===== src/logic/asm_map.vh =====
// register map and field positions for the alarm status and mask block
`ifndef ASM_MAP_VH
`define ASM_MAP_VH
`define ASM_IDX_ALARM 12'h02c0
`define ASM_IDX_STATUS 12'h02c1
`define ASM_IDX_MASK 12'h02c2
`define ASM_MASK_RESET 8'h1f
`define ASM_STATUS_RESET 8'h1f
`define ASM_BIT_LOCK 4
`define ASM_BIT_LINK 3
`define ASM_BIT_REALIGN 2
`define ASM_BIT_OSC 1
`define ASM_BIT_DIVIDER 0
`define ASM_STATUS_USED 8'h1d
`define ASM_MASK_USED 8'h1f
`endif


===== src/logic/asm_sync.v =====
// two-flop synchroniser for one level
`timescale 1ns/100ps
module asm_sync (
    input wire pclk, // clock
    input wire presetn, // async reset, active low
    input wire din, // asynchronous level
    output reg dout // synchronised level
);
    reg meta_q;
    always @(posedge pclk or negedge presetn) begin
        if (!presetn) begin
            meta_q <= 1'b0;
            dout <= 1'b0;
        end else begin
            meta_q <= din;
            dout <= meta_q;
        end
    end
endmodule // asm_sync


===== src/logic/asm_alarm_top.v =====
// alarm status flags, mask and summary alarm behind an apb slave
`timescale 1ns/100ps
`include "asm_map.vh"
module asm_alarm_top (
    input wire pclk, // 200 mhz clock
    input wire presetn, // async reset, active low
    input wire psel, // apb select
    input wire penable, // apb access phase
    input wire pwrite, // apb direction
    input wire [13:0] paddr, // apb byte address
    input wire [31:0] pwdata, // apb write data
    output reg [31:0] prdata, // apb read data
    output reg pready, // apb ready
    output reg pslverr, // apb error, unmapped address
    input wire pll_locked, // pll lock level, asynchronous
    input wire link_enable, // link enabled, same clock
    input wire data_encoding_state, // link in data encoding state, same clock
    input wire realign_event, // one-cycle sysref realign pulse, same clock
    input wire [7:0] divider_a, // channel a divider phase, same clock
    input wire [7:0] divider_b, // channel b divider phase, same clock
    input wire [1:0] cal_status_sel, // calibration status pin source select
    input wire cal_status_in, // calibration done level from calibration logic
    output reg calibration_status_pin // calibration status output
);
    localparam [1:0] SEL_ALARM = 2'h2;

    ////////////////////////////////////////////////////////////////////////
    // condition capture
    wire pll_locked_s;
    asm_sync u_lock_sync (
        .pclk(pclk),
        .presetn(presetn),
        .din(pll_locked),
        .dout(pll_locked_s)
    );

    wire [7:0] cond;
    assign cond[7:5] = 3'b000;
    assign cond[`ASM_BIT_LOCK] = ~pll_locked_s;
    assign cond[`ASM_BIT_LINK] = link_enable & ~data_encoding_state;
    assign cond[`ASM_BIT_REALIGN] = realign_event;
    assign cond[`ASM_BIT_OSC] = 1'b0;
    assign cond[`ASM_BIT_DIVIDER] = (divider_a != divider_b);

    ////////////////////////////////////////////////////////////////////////
    // apb decode
    wire access = psel & penable & pready;
    wire [11:0] idx = paddr[13:2];
    wire word_ok = (paddr[1:0] == 2'b00);
    wire hit_alarm = word_ok && (idx == `ASM_IDX_ALARM);
    wire hit_status = word_ok && (idx == `ASM_IDX_STATUS);
    wire hit_mask = word_ok && (idx == `ASM_IDX_MASK);
    wire mapped = hit_alarm | hit_status | hit_mask;
    wire wr_status = access & pwrite & hit_status;
    wire wr_mask = access & pwrite & hit_mask;

    ////////////////////////////////////////////////////////////////////////
    // flags and mask
    reg [7:0] status_q;
    reg [7:0] status_d;
    reg [7:0] mask_q;
    reg alarm_q;
    wire alarm_d = |(status_d & ~mask_q & `ASM_STATUS_USED);

    always @* begin
        status_d = status_q;
        if (wr_status)
            status_d = status_d & ~pwdata[7:0];
        status_d = (status_d | cond) & `ASM_STATUS_USED;
    end

    always @(posedge pclk or negedge presetn) begin
        if (!presetn) begin
            status_q <= `ASM_STATUS_RESET & `ASM_STATUS_USED;
            mask_q <= `ASM_MASK_RESET;
            alarm_q <= 1'b0;
            calibration_status_pin <= 1'b0;
        end else begin
            status_q <= status_d;
            if (wr_mask)
                mask_q <= pwdata[7:0] & `ASM_MASK_USED;
            alarm_q <= alarm_d;
            if (cal_status_sel == SEL_ALARM)
                calibration_status_pin <= alarm_d;
            else
                calibration_status_pin <= cal_status_in;
        end
    end

    ////////////////////////////////////////////////////////////////////////
    // apb response: one wait state, then ready
    always @(posedge pclk or negedge presetn) begin
        if (!presetn) begin
            pready <= 1'b0;
            prdata <= 32'h0000_0000;
            pslverr <= 1'b0;
        end else begin
            pready <= psel & penable & ~pready;
            pslverr <= psel & penable & ~pready & ~mapped;
            if (psel & penable & ~pready & ~pwrite) begin
                if (hit_alarm)
                    prdata <= {31'h0000_0000, alarm_q};
                else if (hit_status)
                    prdata <= {24'h00_0000, status_q};
                else if (hit_mask)
                    prdata <= {24'h00_0000, mask_q};
                else
                    prdata <= 32'h0000_0000;
            end else if (access) begin
                prdata <= 32'h0000_0000;
            end
        end
    end
endmodule // asm_alarm_top


===== config.mk =====
export PLATFORM = sky130hd
export DESIGN_NAME = asm_alarm_top
export DESIGN_NICKNAME = d
export VERILOG_FILES = /design/src/logic/asm_sync.v /design/src/logic/asm_alarm_top.v
export VERILOG_INCLUDE_DIRS = /design/src /design/src/logic
export SDC_FILE = /design/constraint.sdc
export NUM_CORES = 1
export LEC_CHECK = 0
export ABC_CLOCK_PERIOD_IN_PS = 3000
export CAP_MARGIN = 15
export CORE_ASPECT_RATIO = 0.6
export CORE_MARGIN = 2
export CORE_UTILIZATION = 48
export CTS_CLUSTER_SIZE = 8
export DETAILED_ROUTE_END_ITERATION = 12
export DONT_BUFFER_PORTS = 1
export PLACE_DENSITY = 0.59
export SLEW_MARGIN = 20
export SYNTH_ARGS = -nofsm -noshare
export SYNTH_HDL_FRONTEND = slang
export SYNTH_SLANG_ARGS = --single-unit

===== constraint.sdc =====
create_clock -name pclk -period 3 [get_ports pclk]
set_input_delay 0.6 -clock pclk [delete_from_list [all_inputs] [get_ports pclk]]
set_output_delay 0.6 -clock pclk [all_outputs]
set_load 0.02 [all_outputs]

==> results.yml <==
global_routing:
  grt_pass1_vias: 736
  grt_max_degree: 21
  grt_usage_pct: 15.03
  antenna_found_initial: 0
  overflow: 0
  grt_pass1_wl_um: 3532
logic_synthesis:
  netlist_top_cells_area: "dfrtp_1 (21%), dfstp_2 (18%), buf_4 (16%)"
  synth_cells: 124
  synth_top_area_share_pct: 21.17
  avgSynthCellArea_um2: 10.48
  ys_seq_area_share_pct: 39.36
  ys_warn_count: 0
  syn_area_um2: 1300
  yosys_register_bits: 20
  yosysUniqueCellTypes: 32
  yosysTopAreaCell: "dfrtp_1"
floorplanning:
  die_h_um: 44.31
  fp.dieW_um: 71.19
  io_pins: 109
  die-area_um2: 3154
  start_util_pct: 51.18
  core_um2: 2540
  num_rows: 14
final_layout:
  layout.nets: 200
  drive_gt1_share_pct: 21.60
  final_util_pct: 50.34
  nFillCells: 231
  antenna_cells: 0
  syn_to_final_growth_pct: -1.636
drt:
  wl_per_cell_um: 14.20
  postRouteAntennaNets: 0
  firstDrtPassIters: 4
  drt_iter0_markers: 39
  viasPerCell: 5.204
  routed_wl_um: 2229
  drc: 0
  vias: 817
place:
  port_buffers: 0
  place_congestion: 0.7379
  dpl_worst_slack_ns: 0.9540
  post-dp-hpwl_um: 1837
cts:
  cts_resized: 0
  clock-sinks: 20
  htreeDepth: 1
  clk_latency_ns: 0.25
  hold_buffers: 0
  cts_buffer_depth: 2
  cts_setup_buffers: 0
  cts_made_buffers: 3
  cts_tree: "built"
  cts-root-buf: "clkbuf_8"
  path_clk_slew_ns: 0.07
power:
  ir_drop_uv: 161.8
  power_density_nw_per_um2: 421.4
  p_leak_nw: 0.5627
  p_total_uw: 538.8
timing:
  hold_violations: 0
  relSlewSlack_pct: 58.36
  rsz0062_at_grt: "false"
  hold_slack_ns: 0.03245
  finalClockSkew_ns: 0.001074
  fmax_mhz: 524.7
  drv_slew: 0
  fin_crit_ns: 1.906
  setup_violations: 0
  worstMarginPinSlew_ns: 0.6233
  layout_setup_ws_ns: 1.094
  fin_crit_sh_pct: 63.53
  setup_tns_ns: 0
worst_setup_path:
  critPathLaunchType: "flip-flop"
  slowest_stage: "dfrtp_1"
  required_ns: 3.12
  path_cells: "and4_1 > and4_1 > nand4_1 > a211oi_2 > a41oi_1"
  path_common_cell: "and4_1"
  slowest_delay_ns: 0.53
  crit_arrival_ns: 2.03
  rrSetupSlack_ns: 1.09
  r2r_cells: 5
  critPathMaxFanout: 6
  r2r_start: "pready$_DFF_PN0_"
  endpoint_kind: "flip-flop"
  crit_type: "reg -> reg"
  r2r_end: "calibration_status_pin$_DFF_PN0_"
hold_path:
  holdCritPathClass: "in -> async"
outcome:
  outcome: "completed"
run:
  cap_viol_max_count: 0
power by group:
group | total, mW | switching [mW] | internal, mW | leakage, nW
Combinational | 0.0588 | 0.0434 | 0.0154 | 0.301
Sequential | 0.279 | 0.00545 | 0.274 | 0.233
Clock | 0.201 | 0.0840 | 0.117 | 0.0288
layout make-up:
type                            count  area [um2]  area share [%]
Inverter                            4       15.01           1.174
Multi-Input combinational cell     97       656.9           51.37
Tap cell                           32       40.04           3.131
Clock buffer                        4       55.05           4.305
Sequential cell                    20       511.7           40.02
how the worst max path moves through the flow:
stage	slack (ns)	start	endpoint	depth (start not counted)
detailed placement	0.95	paddr[13]	calibration_status_pin$_DFF_PN0_	5
CTS	1.09	pready$_DFF_PN0_	calibration_status_pin$_DFF_PN0_	5
finish	1.09	pready$_DFF_PN0_	calibration_status_pin$_DFF_PN0_	5
floorplan	1.18	paddr[13]	calibration_status_pin$_DFF_PN0_	6
global route	0.90	pready$_DFF_PN0_	calibration_status_pin$_DFF_PN0_	5
global placement	0.98	paddr[13]	calibration_status_pin$_DFF_PN0_	5
layer usage:
layer / part of all wire (%) / GRT usage (%)
met1: 46 / 21.55
met2: 42 / 21.48
met3: 11 / 6.606
met4: 0.54 / 2.264
met5: 0 / 0
Yosys cell counts (all sizes together):
master   n
a21o     3
inv      4
mux2i    1
dfrtp   11
nor3     1
nor4b    3
nor2     6
dfstp    9
and3     1
conb     1
a311oi   1
buf     28
nor4     2
and4     2
a22o     6
a211oi   1
nand4    1
or4      1
mux2     5
a41oi    1
nand2    8
a32o     1
nand3    3
clkbuf   1
o21ai    2
a31oi    2
nor2b    5
a21oi    5
xor2     8
o21bai   1
stage by stage:
stage	area, um2	std cells
after floorplan	1398	150
after global placement	1224	153
after detailed placement	1224	153
after CTS	1279	157
after global routing	1279	157
final	1279	157
registers in the layout (all words and copies together) (netlist names):
signal                  cells
u_lock_sync.dout            1
u_lock_sync.meta_q          1
mask_q                      5
calibration_status_pin      1
pready                      1
prdata                      5
pslverr                     1
status_q                    4
alarm_q                     1
cells in the final DEF (no fill, tap or decap), drive strengths merged, types with 4 or more instances in the layout:
cell type / n
dfstp: 9
conb: 27
nand2: 8
dfrtp: 11
inv: 4
mux2: 5
nor2: 6
nor2b: 5
clkbuf: 4
a21oi: 5
xor2: 8
a22o: 6
cells by family after synthesis:
logic type,count (synthesis),share of synthesized area (%)
other,1,0.2885
buffers and inverters,33,17.61
xor gates and xnor gates,8,5.390
muxes,6,5.101
DFF,20,39.36
and+or+nand+nor,33,18.58
AOI/OAI and AO/OA,23,13.67
critical path: cells and delay by family (launching register included):
family	cells	cell delay (ns)
flops	1	0.53
compound gates	2	0.50
simple gates	3	0.74
No activity file was read; power rests on OpenSTA's default activity.
